$ cat config.mk
export PLATFORM = sky130hd
export DESIGN_NAME = lbpd_top
export DESIGN_NICKNAME = d
export VERILOG_FILES = /design/src/rtl/lbpd_pkg.sv /design/src/rtl/lbpd_top.sv
export SDC_FILE = /design/constraint.sdc
export NUM_CORES = 1
export LEC_CHECK = 0
export ABC_AREA = 1
export BUFFER_PORTS_ARGS = -buffer_cell sky130_fd_sc_hd__buf_2
export CORE_MARGIN = 10
export CORE_UTILIZATION = 40
export CTS_BUF_LIST = sky130_fd_sc_hd__clkbuf_8 sky130_fd_sc_hd__clkbuf_16
export DETAILED_ROUTE_END_ITERATION = 8
export PLACE_DENSITY_LB_ADDON = 0.3
export SLEW_MARGIN = 10
export SYNTH_ARGS = -nofsm -noshare
export SYNTH_HDL_FRONTEND = slang
export SYNTH_SLANG_ARGS = --single-unit
$ cat constraint.sdc
create_clock -name core_clk -period 3.4 [get_ports core_clk]
set_clock_uncertainty 0.1 [all_clocks]
set_input_delay 0.51 -clock core_clk [delete_from_list [all_inputs] [get_ports core_clk]]
set_output_delay 0.51 -clock core_clk [all_outputs]
set_load 0.01 [all_outputs]
$ cat src/rtl/lbpd_pkg.sv
// Constants and carrier types for the lock bit protection decoder
package lbpd_pkg;

	// ****************************************
	// Lock bit byte layout
	// ****************************************
	localparam int LOCK_W = 8;
	localparam int MEM_LOCK_LOW_BIT = 0;
	localparam int MEM_LOCK_HIGH_BIT = 1;
	localparam int APP_LOCK_LOW_BIT = 2;
	localparam int APP_LOCK_HIGH_BIT = 3;
	localparam int BOOT_LOCK_LOW_BIT = 4;
	localparam int BOOT_LOCK_HIGH_BIT = 5;
	localparam logic [7:0] LOCK_UNUSED_MASK = 8'hc0;
	localparam logic [7:0] LOCK_SECTION_MASK = 8'h3c;
	localparam logic [7:0] LOCK_RESET = 8'hff;

	// ****************************************
	// Fuse bytes
	// ****************************************
	localparam int FUSE_BYTES = 3;
	localparam logic [1:0] FUSE_SEL_LOW = 2'h0;
	localparam logic [1:0] FUSE_SEL_HIGH = 2'h1;
	localparam logic [1:0] FUSE_SEL_EXT = 2'h2;
	localparam logic [7:0] FUSE_LOW_RESET = 8'h62;
	localparam logic [7:0] FUSE_HIGH_RESET = 8'hd9;
	localparam logic [7:0] FUSE_EXT_RESET = 8'hff;
	localparam int EEPROM_PRESERVE_FUSE_BIT = 3;
	localparam int SELF_PROGRAM_FUSE_BIT = 3;

	// ****************************************
	// Flash map
	// ****************************************
	localparam int PC_W = 14;
	localparam logic [13:0] BOOT_START_RESET = 14'h3800;

	// ****************************************
	// Programmer commands and CPU operations
	// ****************************************
	typedef enum logic [3:0] {
		prog_chip_erase,
		prog_write_lock,
		prog_read_lock,
		prog_write_fuse,
		prog_read_fuse,
		prog_write_flash,
		prog_read_flash,
		prog_write_eeprom,
		prog_read_eeprom
	} lbpd_prog_op_e;

	typedef enum logic [1:0] {
		cpu_load_program_memory_instr,
		cpu_store_program_memory_instr,
		cpu_lock_set,
		cpu_lock_read
	} lbpd_cpu_op_e;

	typedef struct packed {
		lbpd_prog_op_e op;
		logic [1:0] fuse_sel;
		logic [7:0] data;
	} lbpd_prog_req_s;

	typedef struct packed {
		lbpd_cpu_op_e op;
		logic [13:0] exec_pc;
		logic [13:0] target_addr;
		logic [7:0] data;
	} lbpd_cpu_req_s;

endpackage

$ cat src/rtl/lbpd_top.sv
// Lock bit protection decoder: lock and fuse storage, programmer and CPU permission checks
// Overview of operation
// - Six lock bits; 1 means unprogrammed, 0 means programmed.
// - Only chip erase returns lock bits to 1; nothing else erases them.
// - Store instruction allowed over all flash only when self-program fuse reads 0.
// - Lock byte: memory bits 0-1, application 2-3, boot 4-5, 6-7 unused, default 1.
// - Memory lock mode 1 imposes no memory lock restriction.
// - Mode 2 refuses flash and EEPROM programming and locks the fuses.
// - Mode 3 also refuses verification and freezes the section lock bits.
// - Application mode 1: no store or load restriction on the application section.
// - Application mode 2: stores into the application section blocked, loads allowed.
// - Application mode 3: stores blocked, boot loads blocked, interrupts suppressed as stated.
// - Application mode 4: only boot loads blocked, same interrupt suppression.
// - Boot mode 1: no store or load restriction on the boot section.
// - Boot mode 2: stores into the boot section blocked.
// - Boot mode 3: stores blocked, application loads blocked, interrupts suppressed.
// - Boot mode 4: only application loads blocked, matching interrupt suppression.
// - Three fuse bytes; programmed fuse reads 0, unprogrammed reads 1.
// - Fuses latched on power-up and on programming entry and exit; preserve fuse acts at once.
module lbpd_top #(
	parameter logic [13:0] BOOT_START = lbpd_pkg::BOOT_START_RESET
) (
	input wire logic core_clk, // System clock, 50 MHz
	input wire logic rst, // Asynchronous reset, active high
	input wire logic prog_mode_pin, // Programming mode request pin, asynchronous
	input wire logic prog_req_valid, // Programmer command strobe
	input wire lbpd_pkg::lbpd_prog_req_s prog_req, // Programmer command
	output logic prog_mode_active, // Programming mode in force
	output logic prog_done, // Command carried out, pulse
	output logic prog_refused, // Command refused, pulse
	output logic [7:0] prog_rdata, // Read data for lock or fuse reads
	output logic prog_mem_write, // Granted flash or EEPROM write, pulse
	output logic prog_mem_read, // Granted flash or EEPROM verify read, pulse
	output logic prog_mem_eeprom, // Granted access targets EEPROM
	output logic chip_erase, // Chip erase strobe to the memories, pulse
	input wire logic cpu_req_valid, // CPU program memory access strobe
	input wire lbpd_pkg::lbpd_cpu_req_s cpu_req, // CPU access
	input wire logic cpu_vectors_in_boot, // Interrupt vectors sit in boot section
	output logic cpu_grant, // CPU access allowed, pulse
	output logic cpu_deny, // CPU access blocked, pulse
	output logic [7:0] cpu_rdata, // Lock byte for lock read
	output logic irq_suppress, // Interrupts disabled at current pc
	output logic [7:0] lock_byte, // Current lock bit byte
	output logic [23:0] fuse_latched, // Latched fuses, ext:high:low
	output logic eeprom_preserve_fuse, // EEPROM preserved through chip erase, active low
	output logic self_program_enable_fuse // Latched self-program fuse, active low
);

	// ****************************************
	// Elaboration checks
	// ****************************************
	generate
		if (BOOT_START == 14'h0000) begin : g_bad_boot
			$error("BOOT_START must leave room for an application section");
		end
	endgenerate

	// ****************************************
	// Programming mode synchroniser
	// ****************************************
	logic prog_sync1_q;
	logic prog_sync2_q;
	logic prog_mode_q;
	logic init_done_q;
	logic fuse_latch_now;

	always_ff @(posedge core_clk or posedge rst) begin
		if (rst) begin
			prog_sync1_q <= 1'b0;
			prog_sync2_q <= 1'b0;
			prog_mode_q <= 1'b0;
		end else begin
			prog_sync1_q <= prog_mode_pin;
			prog_sync2_q <= prog_sync1_q;
			prog_mode_q <= prog_sync2_q;
		end
	end

	always_ff @(posedge core_clk or posedge rst) begin
		if (rst) begin
			init_done_q <= 1'b0;
		end else begin
			init_done_q <= 1'b1;
		end
	end

	// Latch at power-up, on entering and on leaving programming mode
	assign fuse_latch_now = !init_done_q || (prog_sync2_q != prog_mode_q);

	// ****************************************
	// Lock decode
	// ****************************************
	logic [7:0] lock_q;
	logic prog_lock; // Flash, EEPROM and fuse programming frozen
	logic verify_lock; // Verification refused, section locks frozen
	logic app_store_block;
	logic app_load_block;
	logic boot_store_block;
	logic boot_load_block;

	// Mode 1 (11) leaves all flags clear
	assign prog_lock = lock_q[lbpd_pkg::MEM_LOCK_LOW_BIT] == 1'b0
		|| lock_q[lbpd_pkg::MEM_LOCK_HIGH_BIT] == 1'b0;
	assign verify_lock = lock_q[lbpd_pkg::MEM_LOCK_HIGH_BIT] == 1'b0;
	assign app_store_block = lock_q[lbpd_pkg::APP_LOCK_LOW_BIT] == 1'b0;
	assign app_load_block = lock_q[lbpd_pkg::APP_LOCK_HIGH_BIT] == 1'b0;
	assign boot_store_block = lock_q[lbpd_pkg::BOOT_LOCK_LOW_BIT] == 1'b0;
	assign boot_load_block = lock_q[lbpd_pkg::BOOT_LOCK_HIGH_BIT] == 1'b0;

	// Programming only clears bits; unused bits stay 1, frozen section bits unchanged
	function automatic logic [7:0] lbpd_program_lock(input logic [7:0] cur, input logic [7:0] req,
		input logic freeze_sections);
		logic [7:0] keep;
		keep = lbpd_pkg::LOCK_UNUSED_MASK;
		if (freeze_sections) begin
			keep = keep | lbpd_pkg::LOCK_SECTION_MASK;
		end
		return cur & (req | keep);
	endfunction

	// ****************************************
	// Programmer command decode
	// ****************************************
	logic prog_take;
	logic prog_ok;
	logic fuse_sel_ok;

	assign prog_take = prog_req_valid && prog_mode_q;
	assign fuse_sel_ok = prog_req.fuse_sel != 2'h3;

	always_comb begin
		prog_ok = 1'b0;
		unique case (prog_req.op)
			lbpd_pkg::prog_chip_erase: prog_ok = 1'b1;
			lbpd_pkg::prog_write_lock: prog_ok = 1'b1;
			lbpd_pkg::prog_read_lock: prog_ok = 1'b1;
			lbpd_pkg::prog_write_fuse: prog_ok = fuse_sel_ok && !prog_lock;
			lbpd_pkg::prog_read_fuse: prog_ok = fuse_sel_ok;
			lbpd_pkg::prog_write_flash: prog_ok = !prog_lock;
			lbpd_pkg::prog_write_eeprom: prog_ok = !prog_lock;
			lbpd_pkg::prog_read_flash: prog_ok = !verify_lock;
			lbpd_pkg::prog_read_eeprom: prog_ok = !verify_lock;
			default: prog_ok = 1'b0;
		endcase
	end

	// ****************************************
	// CPU access decode
	// ****************************************
	logic cpu_take;
	logic cpu_ok;
	logic target_boot;
	logic exec_boot;
	logic self_prog_ok;
	logic [7:0] fuse_lat_q [lbpd_pkg::FUSE_BYTES];

	// CPU is held off while the programmer owns the memories
	assign cpu_take = cpu_req_valid && !prog_mode_q;
	assign target_boot = cpu_req.target_addr >= BOOT_START;
	assign exec_boot = cpu_req.exec_pc >= BOOT_START;
	assign self_prog_ok = fuse_lat_q[lbpd_pkg::FUSE_SEL_EXT][lbpd_pkg::SELF_PROGRAM_FUSE_BIT] == 1'b0;

	always_comb begin
		cpu_ok = 1'b0;
		unique case (cpu_req.op)
			lbpd_pkg::cpu_store_program_memory_instr: begin
				cpu_ok = self_prog_ok && (target_boot ? !boot_store_block : !app_store_block);
			end
			lbpd_pkg::cpu_load_program_memory_instr: begin
				if (exec_boot && !target_boot) begin
					cpu_ok = !app_load_block;
				end else if (!exec_boot && target_boot) begin
					cpu_ok = !boot_load_block;
				end else begin
					cpu_ok = 1'b1;
				end
			end
			lbpd_pkg::cpu_lock_set: cpu_ok = self_prog_ok;
			lbpd_pkg::cpu_lock_read: cpu_ok = 1'b1;
			default: cpu_ok = 1'b0;
		endcase
	end

	// ****************************************
	// Lock bit storage
	// ****************************************
	always_ff @(posedge core_clk or posedge rst) begin
		if (rst) begin
			lock_q <= lbpd_pkg::LOCK_RESET;
		end else if (prog_take && prog_req.op == lbpd_pkg::prog_chip_erase) begin
			lock_q <= lbpd_pkg::LOCK_RESET;
		end else if (prog_take && prog_req.op == lbpd_pkg::prog_write_lock) begin
			lock_q <= lbpd_program_lock(lock_q, prog_req.data, verify_lock);
		end else if (cpu_take && cpu_ok && cpu_req.op == lbpd_pkg::cpu_lock_set) begin
			lock_q <= lbpd_program_lock(lock_q, cpu_req.data, verify_lock);
		end
	end

	// ****************************************
	// Fuse storage and latching
	// ****************************************
	logic [7:0] fuse_nv_q [lbpd_pkg::FUSE_BYTES];

	generate
		for (genvar i = 0; i < lbpd_pkg::FUSE_BYTES; i++) begin : g_fuse
			localparam logic [1:0] SEL = 2'(i);
			localparam logic [7:0] RST_VAL = (i == 0) ? lbpd_pkg::FUSE_LOW_RESET :
				(i == 1) ? lbpd_pkg::FUSE_HIGH_RESET : lbpd_pkg::FUSE_EXT_RESET;

			// Stored polarity is the read polarity: 0 programmed
			always_ff @(posedge core_clk or posedge rst) begin
				if (rst) begin
					fuse_nv_q[i] <= RST_VAL;
				end else if (prog_take && prog_ok && prog_req.op == lbpd_pkg::prog_write_fuse
					&& prog_req.fuse_sel == SEL) begin
					fuse_nv_q[i] <= prog_req.data;
				end
			end

			always_ff @(posedge core_clk or posedge rst) begin
				if (rst) begin
					fuse_lat_q[i] <= RST_VAL;
				end else if (fuse_latch_now) begin
					fuse_lat_q[i] <= fuse_nv_q[i];
				end
			end

			assign fuse_latched[8 * i +: 8] = fuse_lat_q[i];
		end
	endgenerate

	// ****************************************
	// Programmer answers
	// ****************************************
	logic prog_done_q;
	logic prog_refused_q;
	logic [7:0] prog_rdata_q;
	logic prog_mem_write_q;
	logic prog_mem_read_q;
	logic prog_mem_eeprom_q;
	logic chip_erase_q;
	logic is_eeprom_op;

	assign is_eeprom_op = prog_req.op == lbpd_pkg::prog_write_eeprom || prog_req.op == lbpd_pkg::prog_read_eeprom;

	always_ff @(posedge core_clk or posedge rst) begin
		if (rst) begin
			prog_done_q <= 1'b0;
			prog_refused_q <= 1'b0;
			prog_mem_write_q <= 1'b0;
			prog_mem_read_q <= 1'b0;
			prog_mem_eeprom_q <= 1'b0;
			chip_erase_q <= 1'b0;
		end else begin
			prog_done_q <= prog_take && prog_ok;
			prog_refused_q <= prog_take && !prog_ok;
			prog_mem_write_q <= prog_take && prog_ok
				&& (prog_req.op == lbpd_pkg::prog_write_flash || prog_req.op == lbpd_pkg::prog_write_eeprom);
			prog_mem_read_q <= prog_take && prog_ok
				&& (prog_req.op == lbpd_pkg::prog_read_flash || prog_req.op == lbpd_pkg::prog_read_eeprom);
			prog_mem_eeprom_q <= prog_take && prog_ok && is_eeprom_op;
			chip_erase_q <= prog_take && prog_req.op == lbpd_pkg::prog_chip_erase;
		end
	end

	always_ff @(posedge core_clk or posedge rst) begin
		if (rst) begin
			prog_rdata_q <= 8'h00;
		end else if (prog_take && prog_ok && prog_req.op == lbpd_pkg::prog_read_lock) begin
			prog_rdata_q <= lock_q;
		end else if (prog_take && prog_ok && prog_req.op == lbpd_pkg::prog_read_fuse) begin
			prog_rdata_q <= fuse_nv_q[prog_req.fuse_sel];
		end
	end

	// ****************************************
	// CPU answers and interrupt suppression
	// ****************************************
	logic cpu_grant_q;
	logic cpu_deny_q;
	logic [7:0] cpu_rdata_q;
	logic irq_suppress_q;

	always_ff @(posedge core_clk or posedge rst) begin
		if (rst) begin
			cpu_grant_q <= 1'b0;
			cpu_deny_q <= 1'b0;
		end else begin
			cpu_grant_q <= cpu_req_valid && cpu_take && cpu_ok;
			cpu_deny_q <= cpu_req_valid && !(cpu_take && cpu_ok);
		end
	end

	always_ff @(posedge core_clk or posedge rst) begin
		if (rst) begin
			cpu_rdata_q <= 8'h00;
		end else if (cpu_take && cpu_req.op == lbpd_pkg::cpu_lock_read) begin
			cpu_rdata_q <= lock_q;
		end
	end

	// Follows the pc presented on the CPU port every cycle
	always_ff @(posedge core_clk or posedge rst) begin
		if (rst) begin
			irq_suppress_q <= 1'b0;
		end else begin
			irq_suppress_q <= (!exec_boot && cpu_vectors_in_boot && app_load_block)
				|| (exec_boot && !cpu_vectors_in_boot && boot_load_block);
		end
	end

	// ****************************************
	// Status outputs
	// ****************************************
	logic prog_active_q;
	logic [7:0] lock_out_q;
	logic eeprom_preserve_q;
	logic self_prog_q;

	always_ff @(posedge core_clk or posedge rst) begin
		if (rst) begin
			prog_active_q <= 1'b0;
			lock_out_q <= lbpd_pkg::LOCK_RESET;
			eeprom_preserve_q <= 1'b1;
			self_prog_q <= 1'b1;
		end else begin
			prog_active_q <= prog_mode_q;
			lock_out_q <= lock_q;
			// Stored value, not the latched copy, so it acts at once
			eeprom_preserve_q <= fuse_nv_q[lbpd_pkg::FUSE_SEL_HIGH][lbpd_pkg::EEPROM_PRESERVE_FUSE_BIT];
			self_prog_q <= fuse_lat_q[lbpd_pkg::FUSE_SEL_EXT][lbpd_pkg::SELF_PROGRAM_FUSE_BIT];
		end
	end

	assign prog_mode_active = prog_active_q;
	assign prog_done = prog_done_q;
	assign prog_refused = prog_refused_q;
	assign prog_rdata = prog_rdata_q;
	assign prog_mem_write = prog_mem_write_q;
	assign prog_mem_read = prog_mem_read_q;
	assign prog_mem_eeprom = prog_mem_eeprom_q;
	assign chip_erase = chip_erase_q;
	assign cpu_grant = cpu_grant_q;
	assign cpu_deny = cpu_deny_q;
	assign cpu_rdata = cpu_rdata_q;
	assign irq_suppress = irq_suppress_q;
	assign lock_byte = lock_out_q;
	assign eeprom_preserve_fuse = eeprom_preserve_q;
	assign self_program_enable_fuse = self_prog_q;

endmodule

# [Word level (Yosys, flattened, before mapping)]
# Cells that the tools add are included.
[op_classes] magnitude_cmp=3 n_eq_ne=15 mux=19 bitwise=10 reduce_logical=51
[ops] op="two-way mux 8 bit" count=12
[ops] op="logical AND 1 bit" count=29
[ops] op="greater-or-equal comparator 14 bit (second input constant)" count=2
[ops] op="bitwise AND 8 bit" count=2
[ops] op="binary-select mux 8 bit (select 2 bit)" count=1
[ops] op="equality test 4 x 3 -> 1 bit (second input constant)" count=4
[ops] op="OR 8 bit" count=2
[ops] op="equality test 4 x 2 -> 1 bit (second input constant)" count=2
[ops] op="logical NOT 1 bit" count=8
[ops] op="equality test 2 bit (second input constant)" count=3
[ops] op="logical OR 1 bit" count=6
[ops] op="two-way mux 6 bit" count=1
[ops] op="NOT 1 bit" count=5
[ops] op="case mux 1 bit (5 select lines)" count=1
[ops] op="equality test 2 x 1 -> 1 bit (second input constant)" count=2
[ops] op="equality test 4 x 1 -> 1 bit (second input constant)" count=1
[ops] op="equality test 4 bit (second input constant)" count=1
[ops] op="logical NOT 2 bit" count=2
[ops] op="logical NOT 4 bit" count=1
[ops] op="case mux 1 bit (4 select lines)" count=1
[ops] op="OR reduction 2 bit" count=2
[ops] op="greater-or-equal comparator 3 bit (second input constant)" count=1
[ops] op="two-way mux 1 bit" count=3
[ops] op="NOT 2 -> 3 bit" count=1
[ops] op="other kinds (5)" count=5
[word_totals] reg_bits=96 output_inout_bits=60

# [Depth between registers and ports, before layout]
[depth] depth_word=16 depth_mapped=11 depth_no_buf=11

# [Worst setup path before layout]
# No wires, ideal clock.
[synth_path] path_type="input to register" start="in prog_req[12] (netlist name)" end="reg fuse_nv_q[10] (netlist name)" setup_time_ns=0.119 arrival_ns=1.436 required_time_ns=3.181 setup_slack_ns=1.745 path_stages=8 path_buffers=0 path_cell_list="nor2_1 nand3_1 nand2_1 nand2_1 nand3_1 nand4_1 nand2_1 nand2_1"
[synth_between] elab_chain_len=6 elab_cells_between_ends=16
[synth_rtl] element="from (decl)" line_no="lbpd_top.sv:27" text="input wire lbpd_pkg::lbpd_prog_req_s prog_req,"
[synth_rtl] element="equality test 4 x 1 -> 1 bit (tied with other cells)" line_no="lbpd_top.sv:133" text="unique case (prog_req.op)"
[synth_rtl] element="OR reduction 3 bit (no line) or OR reduction 2 bit (tied branches)"
[synth_rtl] element="case mux 1 bit (5 select lines)" line_no="lbpd_top.sv:133"
[synth_rtl] element="logical AND 1 bit" line_no="lbpd_top.sv:214" text="end else if (prog_take && prog_ok && prog_req.op == lbpd_pkg::prog_write_fuse"
[synth_rtl] element="logical AND 1 bit (*)" line_no="lbpd_top.sv:214"
[synth_rtl] element="logical AND 1 bit (*)" line_no="lbpd_top.sv:215" text="&& prog_req.fuse_sel == SEL) begin"
[synth_rtl] element="to (signal, indexed assignment)" line_no="lbpd_top.sv:216" text="fuse_nv_q[i] <= prog_req.data;"
[synth_rtl] element="to (decl)" line_no="lbpd_top.sv:202" text="logic [7:0] fuse_nv_q [lbpd_pkg::FUSE_BYTES];"
# Mark *: on every way between the ends. The rest lies on a longest branch, timed or not.
# A chain may end at the register's enable or synchronous reset.

# [Final worst setup path]
[layout_path] start="in prog_req[13] (netlist name)" end="reg prog_rdata_q[0] (netlist: prog_rdata[0])"
[layout_between] elab_chain_len=6 elab_cells_between_ends=18
[layout_rtl] element="equality test 4 x 1 -> 1 bit (tied with other cells)" line_no="lbpd_top.sv:133"
[layout_rtl] element="OR reduction 3 bit (no line) or OR reduction 2 bit (tied branches)"
[layout_rtl] element="case mux 1 bit (5 select lines)" line_no="lbpd_top.sv:133"
[layout_rtl] element="logical AND 1 bit" line_no="lbpd_top.sv:269, lbpd_top.sv:271"
[layout_rtl] element="logical AND 1 bit (on tied branches)" line_no="lbpd_top.sv:269, lbpd_top.sv:271"
[layout_rtl] element="two-way mux 8 bit or nonzero test 2 bit (tied branches)"
[layout_rtl] element="to (signal assigned)" line_no="lbpd_top.sv:270" text="prog_rdata_q <= lock_q;"
[layout_rtl] element="to (signal assigned)" line_no="lbpd_top.sv:272" text="prog_rdata_q <= fuse_nv_q[prog_req.fuse_sel];"
[layout_rtl] element="to (decl)" line_no="lbpd_top.sv:237" text="logic [7:0] prog_rdata_q;"
# Several ways; a longest one is shown, not always the timed one.

==> flow_summary.json <==
{
  "grt_pass1_wl_um": 16400,
  "ys_types": 22,
  "die-height_um": 120,
  "layout_setup_ws_ns": 1.37,
  "first_iter_violations": 222,
  "cts_hold_buffers": 0,
  "cap_violations": 0,
  "hold_depth": 1,
  "cp.required_ns": 3.55,
  "ys_seq_area_share_pct": 59.3,
  "post-dp-hpwl_um": 7610,
  "die-width_um": 120,
  "syn_to_final_growth_pct": 19.3,
  "fin_cells": 651,
  "min_to": "prog_sync1_q",
  "antennaDiodeCount": 0,
  "routabilityCongestion": 0.869,
  "ant_nets": 0,
  "drc": 0,
  "cts_resized": 0,
  "final_common_cell": "nand2_1",
  "synthCells": 421,
  "drtPass1Iterations": 5,
  "antenna_found_initial": 0,
  "cp_cell_sequence": "buf_2 -> inv_1 -> nand2_1 -> nor2_4 -> buf_4 -> nand3_1 -> nand2_1 -> nor2_2 -> nor2_8 -> nand2_2 -> nand2_1 -> nand2_1",
  "p_leak_nw": 2.54,
  "io_buffer_count": 93,
  "synth_seq_cells": 93,
  "cts_num_sinks": 93,
  "cpPeakStageDelay_ns": 0.36,
  "post_cts_buffers": 0,
  "cp_max_fo": 35,
  "critPathKind": "input port to flop",
  "placed_area_um2": 4600,
  "endpoint_kind": "flop",
  "clockBufferDepth": 2,
  "power.density_nw_per_um2": 483,
  "arrival_ns": 2.18,
  "layout_common_cells": "139 x nand2_1, 93 x buf_2, 48 x dfstp_2",
  "netlist_area_um2": 4030,
  "min_from": "prog_mode_pin",
  "via_per_inst": 5.06,
  "fin_util_pct": 49.2,
  "fin_nets": 571,
  "htreeDepth": 3,
  "fillers": 948,
  "cp_top_family": "simple AND/OR/NAND/NOR gates",
  "slew_headroom_pct": 31.1,
  "total_power_mw": 2.32,
  "min_period_over_period_pct": 59.8,
  "min_path_type": "input port to flop",
  "hold_ws_ns": 0.158,
  "rsz0062_at_grt": "no",
  "timing.rr.end": "fuse_latched[10]",
  "worst_pin_slew_ns": 1.03,
  "status": "finished clean",
  "max_freq_mhz": 492,
  "path_buf_inv": 3,
  "grt_pass1_vias": 3196,
  "netlist_top_cells_area": "dfstp_2 31%, dfrtp_1 28%, nand2_1 13%",
  "final_cell_area_um2": 4800,
  "wl_per_cell_um": 15.6,
  "reg2reg_setup_slack_ns": 1.38,
  "cp_common_cell": "nand2_1",
  "place_inst": 635,
  "dieArea_um2": 14500,
  "yosysWarningCount": 0,
  "grt_overflow_total": 0,
  "tns_ns": 0,
  "cp_slowest_cell": "nor2_8",
  "num_rows": 36,
  "core_um2": 9770,
  "drive_above_1_share_pct": 36.9,
  "yosysTopAreaCellShare_pct": 31.3,
  "r2r_cells": 3,
  "cts_tree": "yes",
  "grt_start_max_net_pins": 49,
  "start_kind": "input port",
  "synth_fp_nets": 479,
  "drv_slew": 0,
  "yosys.area.top_type": "dfstp_2",
  "cts_buffers": 9,
  "setup_viol_count_final": 0,
  "clk_pin_slew_ns": 0.09,
  "root_buffer": "clkbuf_8",
  "finalWirelength_um": 10200,
  "track_usage_pct": 13.8,
  "syn_area_per_cell_um2": 9.57,
  "min_period_ns": 2.03,
  "io_pins": 118,
  "insertion_delay_ns": 0.35,
  "start_util_pct": 41.2,
  "irDropWorstVdd_mv": 0.246,
  "vias": 3297,
  "r2r_start": "prog_mode_q",
  "place_ws_ns": 1.02,
  "final-hold-violation-count": 0
}
==> cells in the mapped netlist (all sizes together) <==
cell / number
dfstp: 48
o21ai: 29
mux2: 23
a22oi: 1
nand3: 28
inv: 32
a21oi: 5
nand2: 142
o31ai: 1
buf: 10
nand4: 29
dfrtp: 45
xnor2: 1
nor2: 21
conb: 1
clkbuf: 5
==> layer usage <==
layer / vias to the layer above / global-route usage (%) / routed length [um]
met2: 138 / 20.9 / 4570
met5: - / 0 / 0
met1: 1582 / 18.5 / 4570
li1: 1569 / - / -
met4: 0 / 3.24 / 88
met3: 8 / 5.03 / 942
==> cell type report <==
class | instances | area, um2 | area share [%]
clock buffer | 10 | 138 | 2.86
clock inverter | 6 | 62.6 | 1.30
inverter | 32 | 121 | 2.53
multi-input combinational | 281 | 1430 | 29.7
sequential | 93 | 2390 | 49.7
tap | 133 | 166 | 3.46
timing repair buffer | 96 | 500 | 10.4
==> where the power goes <==
part	internal, mW	switching [mW]	leakage [nW]
Combinational	0.107	0.188	1.34
Clock	0.359	0.388	0.100
Sequential	1.22	0.0538	1.10
Total	1.69	0.630	2.54
==> worst max path at each step <==
stage / from / endpoint / slack, ns / depth (start not counted)
after floorplan: rst / chip_erase / 0.45 / 1
after global placement: prog_req[13] / prog_rdata[5] / 1.05 / 12
after detailed placement: prog_req[13] / prog_rdata[7] / 1.02 / 12
after CTS: prog_mode_q / fuse_latched[2] / 1.33 / 3
after global routing: prog_req[13] / prog_rdata[6] / 1.23 / 12
final: prog_req[13] / prog_rdata[0] / 1.37 / 12
==> flip-flops by register name (all words and copies together), names as in the netlist, 7 cells and up <==
register and flops:
fuse_latched 24, fuse_nv_q 24, prog_rdata 8, cpu_rdata 7, lock_byte 7, lock_q 7
==> logic make-up (layout without fill, tap and decap cells) <==
group / after synthesis / in the layout / share of synthesized area [%]
AO/OA/AOI/OAI: 36 / 36 / 4.60
XOR/XNOR: 1 / 1 / 0.217
buffers and inverters: 47 / 144 / 5.28
flip-flops: 93 / 93 / 59.3
multiplexers: 23 / 23 / 6.43
other: 1 / 1 / 0.0931
AND/OR/NAND/NOR: 220 / 220 / 24.1
No activity file was read; power rests on OpenSTA's default activity.
